File: config.mk
export PLATFORM = sky130hd
export DESIGN_NAME = can_timer_link_bit_timing
export DESIGN_NICKNAME = d
export VERILOG_FILES = /design/src/design/can_timing_pkg.sv /design/src/design/bit_timing_if.sv /design/src/design/can_bit_timer.sv /design/src/design/can_timer_link_bit_timing.sv
export SDC_FILE = /design/constraint.sdc
export NUM_CORES = 1
export LEC_CHECK = 0
export BUFFER_PORTS_ARGS = -buffer_cell sky130_fd_sc_hd__buf_2
export CAP_MARGIN = 20
export CORE_MARGIN = 5
export CORE_UTILIZATION = 31
export CTS_BUF_LIST = sky130_fd_sc_hd__clkbuf_8
export DETAILED_ROUTE_END_ITERATION = 7
export PLACE_DENSITY = 0.54
export SETUP_SLACK_MARGIN = 0.15
export SYNTH_ARGS = -nofsm -noshare
export SYNTH_HDL_FRONTEND = slang
export SYNTH_SLANG_ARGS = --single-unit
File: constraint.sdc
create_clock -name clock -period 3.9 [get_ports clock]
set_clock_uncertainty 0.15 [all_clocks]
set_input_delay 0.585 -clock clock [delete_from_list [all_inputs] [get_ports clock]]
set_output_delay 0.585 -clock clock [all_outputs]
set_load 0.02 [all_outputs]
File: src/design/can_timing_pkg.sv
package can_timing_pkg;

    // ****************************************************************
    // Register map (byte addresses, one 32-bit word each)
    // ****************************************************************
    localparam logic [7:0] MCR0_ADDR = 8'h00;
    localparam logic [7:0] MCR1_ADDR = 8'h04;
    localparam logic [7:0] BTR0_ADDR = 8'h08;
    localparam logic [7:0] BTR1_ADDR = 8'h0c;
    localparam logic [7:0] STAT_ADDR = 8'h10;

    // ****************************************************************
    // Field positions
    // ****************************************************************
    localparam int SOFT_RESET_BIT = 0;
    localparam int TLINK_EN_BIT = 1;
    localparam int CLK_SRC_BIT = 0;
    localparam int PRESCALE_LSB = 0;
    localparam int SJW_LSB = 8;
    localparam int FIRST_TIME_SEGMENT_LEN_LSB = 0;
    localparam int SECOND_TIME_SEGMENT_LEN_LSB = 4;
    localparam int STAT_PULSE_BIT = 0;
    localparam int STAT_BUS_BIT = 1;
    localparam int STAT_PEND_BIT = 2;
    localparam int STAT_LOCK_BIT = 3;
    localparam int STAT_COUNT_LSB = 8;

    // ****************************************************************
    // Reset values
    // ****************************************************************
    localparam logic SOFT_RESET_RST = 1'b1;
    localparam logic TLINK_EN_RST = 1'b0;
    localparam logic CLK_SRC_RST = 1'b0;
    localparam logic [7:0] PRESCALE_RST = 8'h00;
    localparam logic [1:0] SJW_RST = 2'h0;
    localparam logic [3:0] FIRST_TIME_SEGMENT_LEN_RST = 4'h3;
    localparam logic [2:0] SECOND_TIME_SEGMENT_LEN_RST = 3'h1;

    // Bit time state
    typedef enum logic [1:0] {
        SEG_SYNC,
        SEG_ONE,
        SEG_TWO
    } seg_state_t;

endpackage

File: src/design/bit_timing_if.sv
`timescale 1ns/1ps
`default_nettype none
// Configuration toward the bit timer and bit events back from it
interface bit_timing_if;
    logic run;
    logic clkSrcSel;
    logic [7:0] prescale;
    logic tqTick;
    logic rxFall;

    modport ctrl (
        output run, clkSrcSel, prescale,
        input tqTick, rxFall
    );
    modport timer (
        input run, clkSrcSel, prescale,
        output tqTick, rxFall
    );
endinterface
`default_nettype wire

File: src/design/can_bit_timer.sv
`timescale 1ns/1ps
`default_nettype none
module can_bit_timer
    import can_timing_pkg::*;
(
    input wire logic clock,
    input wire logic rst,
    input wire logic oscTick,
    input wire logic pllTick,
    input wire logic canRx,
    bit_timing_if.timer bt
);

    // ****************************************************************
    // Quantum generation
    // ****************************************************************
    logic [7:0] preCnt_q, preCnt_d;
    logic srcTick, tqTick;
    logic rxPrev_q;
    logic fallEdge;

    // Source choice between crystal and PLL strobes
    assign srcTick = bt.clkSrcSel ? pllTick : oscTick;
    assign tqTick = srcTick && (preCnt_q == bt.prescale);
    assign preCnt_d = !bt.run ? 8'h00 : (tqTick ? 8'h00 : preCnt_q + 8'h01);
    // Recessive to dominant edge is the resync trigger
    assign fallEdge = rxPrev_q && !canRx;
    // Quantum strobe and resync trigger go to the segment sequencer
    assign bt.tqTick = tqTick;
    assign bt.rxFall = fallEdge;

    always_ff @(posedge clock) begin
        if (rst) begin
            preCnt_q <= 8'h00;
            rxPrev_q <= 1'b1;
        end else begin
            if (srcTick || !bt.run) begin
                preCnt_q <= preCnt_d;
            end
            rxPrev_q <= canRx;
        end
    end

endmodule
`default_nettype wire

File: src/design/can_timer_link_bit_timing.sv
`timescale 1ns/1ps
`default_nettype none
module can_timer_link_bit_timing
    import can_timing_pkg::*;
(
    input wire logic clock,
    input wire logic rst,
    input wire logic psel,
    input wire logic penable,
    input wire logic pwrite,
    input wire logic [7:0] paddr,
    input wire logic [31:0] pwdata,
    output logic [31:0] prdata,
    output logic pready,
    output logic pslverr,
    input wire logic oscTick,
    input wire logic pllTick,
    input wire logic canRx,
    input wire logic rxFrameOk,
    input wire logic txFrameOk,
    output logic timerLinkOut,
    output logic sampledBus
);

    // ****************************************************************
    // Bus slave handshake
    // ****************************************************************
    logic ackPhase_q;
    logic accessFirst, accessDone;
    logic hitMcr0, hitMcr1, hitBtr0, hitBtr1, hitStat, hitAny;
    logic wrMcr0, wrMcr1, wrBtr0, wrBtr1;
    logic [31:0] prdata_q, readMux;

    // One wait state: read data is latched then answered next cycle
    assign accessFirst = psel && penable && !ackPhase_q;
    assign accessDone = psel && penable && ackPhase_q;
    assign pready = ackPhase_q;
    assign pslverr = ackPhase_q && !hitAny;
    assign prdata = prdata_q;

    // Address decode
    assign hitMcr0 = paddr == MCR0_ADDR;
    assign hitMcr1 = paddr == MCR1_ADDR;
    assign hitBtr0 = paddr == BTR0_ADDR;
    assign hitBtr1 = paddr == BTR1_ADDR;
    assign hitStat = paddr == STAT_ADDR;
    assign hitAny = hitMcr0 || hitMcr1 || hitBtr0 || hitBtr1 || hitStat;

    always_ff @(posedge clock) begin
        if (rst) begin
            ackPhase_q <= 1'b0;
        end else begin
            ackPhase_q <= accessFirst;
        end
    end

    // ****************************************************************
    // Control and timing registers
    // ****************************************************************
    logic softReset_q, linkEnable_q, clock_source_select_q;
    logic [7:0] prescale_q;
    logic [1:0] sjw_q;
    logic [3:0] first_time_segment_len_q;
    logic [2:0] second_time_segment_len_q;

    // Writes land at the completing edge; MCR1, BTR0 and BTR1 writes drop silently unless locked
    assign wrMcr0 = accessDone && pwrite && hitMcr0;
    assign wrMcr1 = accessDone && pwrite && hitMcr1 && softReset_q;
    assign wrBtr0 = accessDone && pwrite && hitBtr0 && softReset_q;
    assign wrBtr1 = accessDone && pwrite && hitBtr1 && softReset_q;

    always_ff @(posedge clock) begin
        if (rst) begin
            softReset_q <= SOFT_RESET_RST;
            linkEnable_q <= TLINK_EN_RST;
        end else if (wrMcr0) begin
            softReset_q <= pwdata[SOFT_RESET_BIT];
            linkEnable_q <= pwdata[TLINK_EN_BIT];
        end
    end

    always_ff @(posedge clock) begin
        if (rst) begin
            clock_source_select_q <= CLK_SRC_RST;
        end else if (wrMcr1) begin
            clock_source_select_q <= pwdata[CLK_SRC_BIT];
        end
    end

    // No range checks here; conformity is left to software
    always_ff @(posedge clock) begin
        if (rst) begin
            prescale_q <= PRESCALE_RST;
            sjw_q <= SJW_RST;
        end else if (wrBtr0) begin
            prescale_q <= pwdata[PRESCALE_LSB +: 8];
            sjw_q <= pwdata[SJW_LSB +: 2];
        end
    end

    always_ff @(posedge clock) begin
        if (rst) begin
            first_time_segment_len_q <= FIRST_TIME_SEGMENT_LEN_RST;
            second_time_segment_len_q <= SECOND_TIME_SEGMENT_LEN_RST;
        end else if (wrBtr1) begin
            first_time_segment_len_q <= pwdata[FIRST_TIME_SEGMENT_LEN_LSB +: 4];
            second_time_segment_len_q <= pwdata[SECOND_TIME_SEGMENT_LEN_LSB +: 3];
        end
    end

    // ****************************************************************
    // Bit timer
    // ****************************************************************
    bit_timing_if bt ();

    // Timer is held idle while the soft-reset lock is on
    assign bt.run = !softReset_q;
    assign bt.clkSrcSel = clock_source_select_q;
    assign bt.prescale = prescale_q;

    can_bit_timer timer (
        .clock(clock),
        .rst(rst),
        .oscTick(oscTick),
        .pllTick(pllTick),
        .canRx(canRx),
        .bt(bt)
    );

    // ****************************************************************
    // Segment sequencing with resync
    // ****************************************************************
    seg_state_t state_q, state_d;
    logic tqTick, fallEdge;
    logic bitStart, sampledBit;
    logic [4:0] tqCnt_q, tqCnt_d;
    logic [4:0] ext_q, ext_d;
    logic resynced_q, resynced_d;
    logic [4:0] seg1Len, seg2Len, sjwLen, remain2;
    logic startNow, sampleNow;

    // Strobes from the bit timer: quantum tick and receive falling edge
    assign tqTick = bt.tqTick;
    assign fallEdge = bt.rxFall;
    // Fields hold length minus one
    assign seg1Len = {1'h0, first_time_segment_len_q} + 5'h1 + ext_q;
    assign seg2Len = {2'h0, second_time_segment_len_q} + 5'h1;
    assign sjwLen = {3'h0, sjw_q} + 5'h1;
    assign remain2 = seg2Len - tqCnt_q;

    // One resync per bit; a late edge stretches segment 1, an early one trims segment 2
    always_comb begin
        state_d = state_q;
        tqCnt_d = tqCnt_q;
        ext_d = ext_q;
        resynced_d = resynced_q;
        startNow = 1'b0;
        sampleNow = 1'b0;
        if (!bt.run) begin
            state_d = SEG_SYNC;
            tqCnt_d = 5'h0;
            ext_d = 5'h0;
            resynced_d = 1'b0;
        end else if (fallEdge && !resynced_q && state_q == SEG_TWO && remain2 <= sjwLen) begin
            // Early edge within reach: it becomes the new sync point
            state_d = SEG_ONE;
            tqCnt_d = 5'h0;
            ext_d = 5'h0;
            resynced_d = 1'b1;
            startNow = 1'b1;
        end else begin
            if (fallEdge && !resynced_q && state_q == SEG_ONE) begin
                // Late edge lengthens segment 1 by at most the jump width
                ext_d = (tqCnt_q + 5'h1 < sjwLen) ? tqCnt_q + 5'h1 : sjwLen;
                resynced_d = 1'b1;
            end else if (fallEdge && !resynced_q && state_q == SEG_TWO) begin
                tqCnt_d = tqCnt_q + sjwLen;
                resynced_d = 1'b1;
            end
            if (tqTick) begin
                case (state_q)
                    SEG_SYNC: begin
                        // One quantum only
                        state_d = SEG_ONE;
                        tqCnt_d = 5'h0;
                    end
                    SEG_ONE: begin
                        if (tqCnt_q + 5'h1 >= seg1Len) begin
                            state_d = SEG_TWO;
                            tqCnt_d = 5'h0;
                            sampleNow = 1'b1;
                        end else begin
                            tqCnt_d = tqCnt_q + 5'h1;
                        end
                    end
                    SEG_TWO: begin
                        if (tqCnt_d + 5'h1 >= seg2Len) begin
                            state_d = SEG_SYNC;
                            tqCnt_d = 5'h0;
                            ext_d = 5'h0;
                            resynced_d = 1'b0;
                            startNow = 1'b1;
                        end else begin
                            tqCnt_d = tqCnt_d + 5'h1;
                        end
                    end
                    default: begin
                        state_d = SEG_SYNC;
                        tqCnt_d = 5'h0;
                    end
                endcase
            end
        end
    end

    // Segment state flops
    always_ff @(posedge clock) begin
        if (rst) begin
            state_q <= SEG_SYNC;
            tqCnt_q <= 5'h0;
            ext_q <= 5'h0;
            resynced_q <= 1'b0;
        end else begin
            state_q <= state_d;
            tqCnt_q <= tqCnt_d;
            ext_q <= ext_d;
            resynced_q <= resynced_d;
        end
    end

    // Bit events; the sampled level holds while the timer is idle
    always_ff @(posedge clock) begin
        if (rst) begin
            bitStart <= 1'b0;
            sampledBit <= 1'b1;
        end else begin
            bitStart <= startNow;
            if (sampleNow) begin
                sampledBit <= canRx;
            end
        end
    end

    // ****************************************************************
    // Timer link pulse
    // ****************************************************************
    logic pending_q, pulse_q, linkOut_q;
    logic frameEvent;
    logic [7:0] frameCount_q;

    // Receive engine sees own frames, so both sources count
    assign frameEvent = rxFrameOk || txFrameOk;

    // Event waits for the next bit boundary; set beats clear
    always_ff @(posedge clock) begin
        if (rst || !bt.run) begin
            pending_q <= 1'b0;
        end else if (frameEvent) begin
            pending_q <= 1'b1;
        end else if (bitStart) begin
            pending_q <= 1'b0;
        end
    end

    // Pulse runs from one bit start to the next: one bit time
    always_ff @(posedge clock) begin
        if (rst || !bt.run) begin
            pulse_q <= 1'b0;
        end else if (bitStart) begin
            // Only the pending flag feeds it, so a late event is not pulsed twice
            pulse_q <= pending_q;
        end
    end

    // Gate toward the timer capture channel
    always_ff @(posedge clock) begin
        if (rst) begin
            linkOut_q <= 1'b0;
        end else begin
            linkOut_q <= pulse_q && linkEnable_q;
        end
    end

    always_ff @(posedge clock) begin
        if (rst) begin
            frameCount_q <= 8'h00;
        end else if (frameEvent) begin
            frameCount_q <= frameCount_q + 8'h01;
        end
    end

    assign timerLinkOut = linkOut_q;
    assign sampledBus = sampledBit;

    // ****************************************************************
    // Read back
    // ****************************************************************
    always_comb begin
        readMux = 32'h0000_0000;
        if (hitMcr0) begin
            readMux[SOFT_RESET_BIT] = softReset_q;
            readMux[TLINK_EN_BIT] = linkEnable_q;
        end else if (hitMcr1) begin
            readMux[CLK_SRC_BIT] = clock_source_select_q;
        end else if (hitBtr0) begin
            readMux[PRESCALE_LSB +: 8] = prescale_q;
            readMux[SJW_LSB +: 2] = sjw_q;
        end else if (hitBtr1) begin
            readMux[FIRST_TIME_SEGMENT_LEN_LSB +: 4] = first_time_segment_len_q;
            readMux[SECOND_TIME_SEGMENT_LEN_LSB +: 3] = second_time_segment_len_q;
        end else if (hitStat) begin
            readMux[STAT_PULSE_BIT] = pulse_q;
            readMux[STAT_BUS_BIT] = sampledBit;
            readMux[STAT_PEND_BIT] = pending_q;
            readMux[STAT_LOCK_BIT] = softReset_q;
            readMux[STAT_COUNT_LSB +: 8] = frameCount_q;
        end
    end

    always_ff @(posedge clock) begin
        if (rst) begin
            prdata_q <= 32'h0000_0000;
        end else if (accessFirst) begin
            prdata_q <= pwrite ? 32'h0000_0000 : readMux;
        end
    end

endmodule
`default_nettype wire

==> flow_summary_export.csv, run 1 <==
group,metric,value,unit
outcome,status,"finished, final reports clean",
power,leakagePower,2.05,nW
floorplanning,core-area,13800,um^2
worst_setup_path,path_cells,"ha_1, fa_1, xnor3_1, nor3_4, nor2_1, xnor2_1, ha_1, nor2b_1, o21ai_0, inv_1, nor4b_4, buf_6, nand4_1, a21oi_1",
drt,drtAntennaViolNets,0,
worst_setup_path,arrival,3.70,ns
cells_and_area,drive_gt1_share,17.9,%
clock_network,htreeDepth,3,
cells_and_area,final_cells,757,
grt,grt_max_degree,30,
logic_synthesis,yosys.area_share.simple,20.7,%
grt,grt_usage,13.5,%
drt,drc,0,
logic_synthesis,seq_area_frac_synth,33.2,%
sta,hold_violations,0,
clock_network,cts_max_path_buffers,2,
logic_synthesis,yosys.area_share.xor_xnor,5.96,%
placement,gp_congestion,0.844,
logic_synthesis,synthTopCellsByArea,"dfxtp_1 (33%), ha_1 (10%), nor2_1 (6.0%), mux2i_1 (5.1%), a21oi_1 (4.6%)",
logic_synthesis,synth_top_family_by_area,"simple AND/OR/NAND/NOR gates",
worst_setup_path,cp_slowest_stage_delay,0.47,ns
sta,rsz0062_at_grt,"no",
sta,tightest_slew,0.798,ns
power,irDropWorstVdd,251,uV
clock_network,cts_tree,"built",
cells_and_area,finalInstanceArea,5130,um^2
placement,place_area,4800,um^2
sta,drv_slew,0,
clock_network,cts_sinks,72,
logic_synthesis,synth_ff_type,"dfxtp_1",
logic_synthesis,async_flop_share,0,%
worst_setup_path,crit_path_top_delay_cell,"fa_1",
logic_synthesis,synth_mux_area_share,5.33,%
floorplanning,pin_count,86,
cells_and_area,nets,660,
worst_setup_path,path_delay_family,"adder cells",
grt,antenna_found_initial,0,
logic_synthesis,netlist_top_cells_count,"dfxtp_1 (72), nor2_1 (69), a21oi_1 (40)",
logic_synthesis,synth_most_common_cell,"dfxtp_1",
hold_path,hp-class,"in -> reg",
sta,setup_tns,0,ns
floorplanning,die_h,128,um
sta,clock.fmax,0.281,GHz
grt,grt_pass1_vias,3540,
sta,setup_viol,0,
worst_setup_path,cp-end-kind,"flip-flop",
clock_network,clk_transition_reported_paths,0.08,ns
drt,drt_iter0_drc,249,
sta,timing.final.crit_share,91.2,%
drt,wl,11200,um
worst_setup_path,worst-setup-path-type,"reg -> reg",
cells_and_area,syn_to_final_growth,18.1,%
logic_synthesis,yosysTopAreaCellShare,33.2,%
floorplanning,die-area,16500,um^2
worst_setup_path,crit_path_start_kind,"flip-flop",
power,power_density,301,nW/um^2
clock_network,cts-root-buf,"clkbuf_8",
floorplanning,start_util,31.4,%
cells_and_area,utilization,37.1,%
clock_network,clk_latency,0.36,ns
flow_run,max_cap_violations,0,
logic_synthesis,ys_seq_elements,72,
drt,vias,3763,
logic_synthesis,synthAdderAreaFrac,11.5,%
logic_synthesis,synth-compound-area-share,16.6,%
logic_synthesis,synthCells,510,
logic_synthesis,synth_cell_types,61,
sta,relSlewSlack,46.4,%
worst_setup_path,required,4.04,ns
drt,drt-vias-per-instance,4.97,
placement,place_hpwl,8510,um
logic_synthesis,syn_area,4340,um^2
logic_synthesis,ys_warn_count,0,
logic_synthesis,synth_edf_count,0,
grt,grt_overflow_total,0,
floorplanning,die_width,128,um
logic_synthesis,synth_area_per_cell,8.52,um^2
grt,grt_pass1_wl,17900,um
clock_network,numCtsBuffers,9,
placement,place_inst,737,
sta,period_minus_slack,3.56,ns
worst_setup_path,path_max_fanout,8,
floorplanning,row_count,43,
drt,wl_per_cell,14.7,um
worst_setup_path,critPathMostFrequentCell,"ha_1",
placement,io_buffers,47,
worst_setup_path,cp_num_buf_inv,2,
cells_and_area,n_antenna_cell,0,
logic_synthesis,yosys.area.top_type,"dfxtp_1",
drt,dr.pass1.iters,5,
## layout by cell type (no fill, tap or decap), types with 19 or more instances in the layout
master	n
dfxtp_1	71
buf_2	47
nand2_1	31
nor2_1	68
buf_4	19
ha_1	34
inv_1	31
a21oi_1	40
mux2i_1	21
## registers in the layout (all words and copies together), names as in the netlist, 2 cells and up
| name | cells |
|---|---|
| prdata | 16 |
| tqCnt_q | 5 |
| second_time_segment_len_q | 3 |
| sjw_q | 2 |
| timer.preCnt_q | 8 |
| bt.prescale | 8 |
| state_q | 2 |
| frameCount_q | 8 |
| first_time_segment_len_q | 4 |
| ext_q | 5 |
## worst reg2reg max path, delay by kind of cell, from the launching register on
kind	cells	cell delay [ns]
AOI/OAI and AO/OA	2	0.34
buffers and inverters	2	0.30
xor gates and xnor gates	2	0.47
DFF	1	0.37
adders and majority gates	3	1.06
and+or+nand+nor	5	0.81
## power breakdown
group / switching (mW) / internal (mW)
registers: 0.00459 / 0.738
clock network: 0.293 / 0.426
logic: 0.0568 / 0.0255
## worst paths after layout
check	depth (start not counted)	slack (ns)	startpoint	to
max	14	0.34	sjw_q[0]	tqCnt_q[2]
min	2	0.29	pwdata[4]	second_time_segment_len_q[0]
max reg2reg	14	0.34	sjw_q[0]	tqCnt_q[2]
min reg2reg	2	0.31	prdata[5]	prdata[5]
## final cells by class
class | instances | area [um^2]
Inverter | 30 | 113
Timing Repair Buffer | 67 | 389
Tap cell | 180 | 225
Clock buffer | 9 | 124
Clock inverter | 7 | 119
Sequential cell | 72 | 1450
Fill cell | 1407 | 8700
Multi-Input combinational cell | 392 | 2720
## layer usage
metal  global-route usage, %  vias up  wire length (um)
met2                    21.1       98              5140
li1                        -     1886                 -
met1                    18.3     1758              5190
met3                    3.07       21               623
met5                       0        -                 0
met4                    4.56        0               201
## cell families after synthesis
family | count (synthesis)
AOI/OAI and AO/OA | 110
xor gates and xnor gates | 28
adders and majority gates | 38
buffers and inverters | 61
DFF | 72
muxes | 23
other | 1
and+or+nand+nor | 177
## through the flow
stage          power, mW  hold WS (ns)  setup slack [ns]
6_report            1.54         0.295             0.343
4_1_cts             1.57         0.274             0.235
3_3_place_gp       0.840         0.293             0.154
3_5_place_dp       0.841         0.300             0.141
2_1_floorplan      0.821         0.272             0.559
5_1_grt             1.60         0.283             0.134
## what timing repair did
item / 4_1_cts / 5_1_grt
cloned: 0 / 0
setup buffers: 1 / 3
hold buffers: 0 / 0
resized for setup: 1 / 9
endpoints found under the setup margin: 6 / 13
pin swaps: 1 / 5
No activity file was read; power rests on OpenSTA's default activity.
==> run 2: changes to the inputs <==
- CORE_UTILIZATION: 31 -> 30
- CTS_CLUSTER_SIZE: not set -> 20
- PLACE_DENSITY: 0.54 -> 0.53
==> run 2 against run 1 <==
Effect of this change: via count shrank 1.2%; worst hold slack gained 0.0084 ns; routed wire length shrank 0.62%; sequential cell count is the same; combinational power shrank 3.2%; total power shrank 1.0%; die area grew 3.1%; worst setup slack gained 0.038 ns; sequential share of layout area grew 0.28 points; critical path type unchanged; largest power group unchanged.
==> flow_summary_export.csv, run 2 (synthesized netlist as in run 1, its figures left out) <==
group,metric,value,unit
outcome,status,"finished, final reports clean",
drt,drtAntennaViolNets,0,
sta,relSlewSlack,30.4,%
placement,io_buffers,47,
grt,grt_max_degree,50,
drt,drt_iter0_drc,353,
worst_setup_path,cp-end-kind,"flip-flop",
cells_and_area,final_cell_mix,"dfxtp_1 (71), nor2_1 (67), buf_2 (47)",
power,irDropWorstVdd,244,uV
cells_and_area,n_antenna_cell,0,
flow_run,max_cap_violations,0,
cells_and_area,final_cells,757,
sta,clock.fmax,0.284,GHz
sta,tightest_slew,1.04,ns
floorplanning,row_count,44,
drt,wl_per_cell,14.6,um
sta,drv_slew,0,
floorplanning,start_util,30.2,%
grt,grt_pass1_vias,3685,
cells_and_area,drive_gt1_share,17.3,%
sta,rsz0062_at_grt,"no",
drt,drc,0,
grt,grt_overflow_total,0,
cells_and_area,syn_to_final_growth,16.7,%
worst_setup_path,arrival,3.65,ns
power,power_density,301,nW/um^2
sta,setup_viol,0,
clock_network,cts_sinks,72,
floorplanning,core-area,14400,um^2
cells_and_area,layout_commonest_cell,"dfxtp_1",
drt,wl,11100,um
power,leakagePower,2.03,nW
sta,setup_tns,0,ns
clock_network,cts-root-buf,"clkbuf_8",
grt,grt_pass1_wl,18300,um
floorplanning,pin_count,86,
cells_and_area,finalInstanceArea,5070,um^2
clock_network,clk_transition_reported_paths,0.07,ns
sta,timing.final.crit_share,90.2,%
clock_network,htreeDepth,3,
hold_path,hold_depth,2,
cells_and_area,nets,657,
grt,grt_usage,13.6,%
clock_network,clk_latency,0.35,ns
drt,vias,3717,
worst_setup_path,path_max_fanout,8,
floorplanning,die-area,17000,um^2
placement,place_hpwl,8500,um
worst_setup_path,worst-setup-path-type,"reg -> reg",
sta,hold_violations,0,
placement,gp_congestion,0.924,
placement,place_inst,740,
clock_network,numCtsBuffers,9,
placement,place_area,4800,um^2
hold_path,hp-class,"in -> reg",
clock_network,cts_tree,"built",
worst_setup_path,required,4.03,ns
grt,antenna_found_initial,0,
drt,drt-vias-per-instance,4.91,
worst_setup_path,worstRegToRegCells,15,
worst_setup_path,crit_path_start_kind,"flip-flop",
clock_network,cts_max_path_buffers,2,
power,power,1.53,mW
cells_and_area,largest_reg_flops,16,
sta,period_minus_slack,3.52,ns
floorplanning,die_width,130,um
drt,dr.pass1.iters,4,
floorplanning,die_h,130,um
-- run 2: changes by cell type in the layout (fill, tap and decap cells not counted), sizes merged --
cell | before | now
inv | 32 | 31
buf | 67 | 64
-- run 2: report_power, final --
part	switching (mW)	total, mW	leakage, nW	internal, mW
logic	0.0558	0.0797	1.33	0.0239
registers	0.00408	0.743	0.581	0.739
clock network	0.285	0.706	0.117	0.420
-- run 2: metal layers --
layer / routed length (um) / global-route usage [%] / vias up
li1: - / - / 1883
met3: 627 / 4.09 / 16
met5: 0 / 0 / -
met2: 5230 / 22.9 / 97
met1: 5030 / 16.9 / 1721
met4: 198 / 3.69 / 0
-- run 2: area by class of cell --
| class | instances | area (um^2) |
|---|---|---|
| Inverter | 30 | 113 |
| Sequential cell | 72 | 1440 |
| Fill cell | 1479 | 9300 |
| Clock inverter | 6 | 110 |
| Clock buffer | 9 | 124 |
| Tap cell | 184 | 230 |
| Timing Repair Buffer | 64 | 363 |
| Multi-Input combinational cell | 392 | 2690 |
-- run 2: per-stage QoR --
stage          hold slack [ns]  setup WS, ns  utilization, %
4_1_cts                  0.282         0.164            35.1
3_3_place_gp             0.297         0.145            33.4
6_report                 0.303         0.381            35.3
5_1_grt                  0.304         0.209            35.3
2_1_floorplan            0.272         0.559               -
3_5_place_dp             0.299         0.122            33.4
-- run 2: critical path: stages, from the launching register on --
cell,delay [ns]
dfxtp_2,0.35
ha_1,0.34
buf_4,0.16
ha_1,0.27
a21oi_1,0.24
a21oi_1,0.11
o21ai_0,0.22
xnor2_1,0.20
xnor2_1,0.20
ha_1,0.27
o21ai_1,0.09
inv_1,0.10
nor4b_4,0.26
buf_4,0.19
nand4_1,0.11
a21oi_1,0.19
-- run 2: final timing paths --
path / start / end / slack (ns)
max: sjw_q[0] / tqCnt_q[0] / 0.38
min: pwdata[4] / second_time_segment_len_q[0] / 0.30
max reg2reg: sjw_q[0] / tqCnt_q[0] / 0.38
min reg2reg: prdata[5] / prdata[5] / 0.31
-- run 2: what timing repair did --
item | 4_1_cts | 5_1_grt
endpoints found under the setup margin | 5 | 13
hold buffers | 0 | 0
hold endpoints to repair | 0 | 0
pin swaps | 1 | 4
resized for setup | 1 | 6
buffers inserted | 1 | 1
==> run 3: changes to the inputs <==
- CORE_UTILIZATION: 30 -> 50
- PLACE_DENSITY: 0.53 -> 0.77
==> run 3 against run 2 <==
Effect of this change: final cell count fell by 10%; highest routed layer unchanged; first-iteration DRC count shrank 51%; sequential power barely moved.
==> flow_summary_export.csv, run 3 (synthesized netlist as in run 1, its figures left out) <==
group,metric,value,unit
cells_and_area,final_cell_mix,"dfxtp_1 (71), nor2_1 (67), buf_2 (47)",
drt,wl,10500,um
drt,wl_per_cell,15.5,um
drt,drt-vias-per-instance,5.58,
sta,hold_violations,0,
sta,relSlewSlack,37.3,%
power,switchingPower,0.343,mW
placement,place_area,4680,um^2
worst_setup_path,worst_r2r_startpoint,"sjw_q[0]",
grt,grt_max_degree,50,
clock_network,htreeDepth,3,
drt,drt-met1-wl,4570,um
power,power_density,296,nW/um^2
worst_setup_path,worstRegToRegCells,14,
power,leakagePower,2.02,nW
grt,grt_pass1_vias,3531,
hold_path,hold_depth,2,
clock_network,cts_sinks,72,
drt,drtAntennaViolNets,0,
cells_and_area,multi_input_area,2700,um^2
power,intPower,1.12,mW
floorplanning,start_util,50.6,%
worst_setup_path,worst-setup-path-type,"reg -> reg",
grt,grt_pass1_wl,17000,um
placement,gp_congestion,0.894,
placement,io_buffers,47,
floorplanning,core-area,8590,um^2
clock_network,clk_transition_reported_paths,0.08,ns
clock_network,numCtsBuffers,9,
cells_and_area,nets,653,
cells_and_area,n_antenna_cell,0,
drt,vias,3786,
worst_setup_path,crit_path_start_kind,"flip-flop",
sta,setup_viol,0,
sta,setup_tns,0,ns
drt,wl_met2,5190,um
worst_setup_path,path_max_fanout,8,
flow_run,max_cap_violations,0,
cells_and_area,largest_reg_flops,16,
sta,drv_slew,0,
power,swShare,23.5,%
sta,clock.fmax,0.283,GHz
cells_and_area,syn_to_final_growth,13.7,%
clock_network,cts_max_path_buffers,2,
floorplanning,die_h,103,um
hold_path,min_to,"prdata[5]",
power,p_clk_share,43.7,%
power,irDropWorstVdd,185,uV
sta,tightest_slew,0.937,ns
hold_path,min_from,"prdata[5]",
floorplanning,pin_count,86,
clock_network,cts-root-buf,"clkbuf_8",
sta,rsz0062_at_grt,"no",
clock_network,cts_tree,"built",
cells_and_area,finalInstanceArea,4940,um^2
power,pwr-share-comb,5.5,%
placement,place_hpwl,8040,um
cells_and_area,drive_gt1_share,16.7,%
power,power_frac_seq,50.8,%
floorplanning,row_count,34,
worst_setup_path,r2r_setup_slack,0.37,ns
worst_setup_path,required,4.03,ns
worst_setup_path,cp-end-kind,"flip-flop",
worst_setup_path,reg2reg_to,"tqCnt_q[2]",
drt,routed.top_layer,"met4",
cells_and_area,regArea,1440,um^2
hold_path,hp-class,"reg -> reg",
sta,period_minus_slack,3.53,ns
drt,dr_wl_met3,585,um
clock_network,clk_latency,0.34,ns
drt,dr.pass1.iters,5,
sta,timing.final.crit_share,90.5,%
drt,drc,0,
cells_and_area,fill_cells,772,
grt,antenna_found_initial,0,
grt,grt_usage,20.3,%
floorplanning,die-area,10700,um^2
floorplanning,die_width,103,um
clock_network,cts.hold.buffers_added,0,
grt,grt_overflow_total,0,
outcome,status,"finished, final reports clean",
worst_setup_path,arrival,3.66,ns
drt,drt_iter0_drc,172,
cells_and_area,layout_commonest_cell,"dfxtp_1",
run 3: cell count changes in the layout (fill, tap and decap cells not counted), sizes merged:
cell    before  now
clkinv       1    2
inv         31   32
buf         64   60
bufinv       3    2
run 3: power groups by stage:
stage | sequential [mW] | clock (mW) | combinational [mW]
global route | 0.743 | 0.693 | 0.0887
floorplan | 0.760 | 0 | 0.0614
CTS | 0.743 | 0.647 | 0.0792
global placement | 0.760 | 0 | 0.0775
finish | 0.743 | 0.639 | 0.0807
detailed placement | 0.760 | 0 | 0.0791
run 3: how the worst max path moves through the flow:
stage	from	endpoint	slack [ns]	cells past startpoint
after floorplan	sjw_q[0]	state_q[1]	0.56	13
after global placement	sjw_q[0]	tqCnt_q[2]	0.21	14
after detailed placement	sjw_q[0]	ext_q[3]	0.14	14
after CTS	sjw_q[0]	ext_q[3]	0.20	13
after global routing	sjw_q[0]	tqCnt_q[0]	0.12	15
final	sjw_q[0]	tqCnt_q[2]	0.37	14
run 3: cell type report:
type / instances / area share [%]
Sequential cell: 72 / 29.2
Tap cell: 108 / 2.74
Clock inverter: 7 / 1.80
Timing Repair Buffer: 60 / 6.74
Clock buffer: 9 / 2.51
Multi-Input combinational cell: 392 / 54.7
Inverter: 30 / 2.28
run 3: stage by stage:
step	instances	utilization, %	setup slack (ns)	hold slack, ns	power [mW]
after floorplan	525	-	0.559	0.272	0.821
after global placement	661	54.5	0.205	0.293	0.837
after detailed placement	661	54.5	0.137	0.295	0.839
after CTS	677	57.0	0.202	0.313	1.47
after global routing	678	57.5	0.116	0.311	1.53
final	678	57.5	0.370	0.314	1.46
run 3: critical path, cell delays in order (launching register included):
cell	delay, ns
dfxtp_2	0.36
ha_1	0.34
fa_1	0.42
xnor3_1	0.25
nor3_4	0.23
nor2_2	0.09
nor3b_2	0.22
xnor2_1	0.19
ha_1	0.27
o21ai_0	0.07
inv_1	0.12
nor4b_4	0.28
buf_4	0.19
nand4_1	0.11
a21oi_1	0.18
run 3: metal layers:
metal  GRT usage [%]  vias to the layer above
met1            26.8                     1786
met5               0                        -
met2            33.1                      107
met4            6.18                        0
li1                -                     1873
met3            4.83                       20
run 3: what timing repair did:
item	4_1_cts	5_1_grt
endpoints found under the setup margin	5	13
gates resized for setup	1	6
pin swaps	0	3
setup buffers	0	1
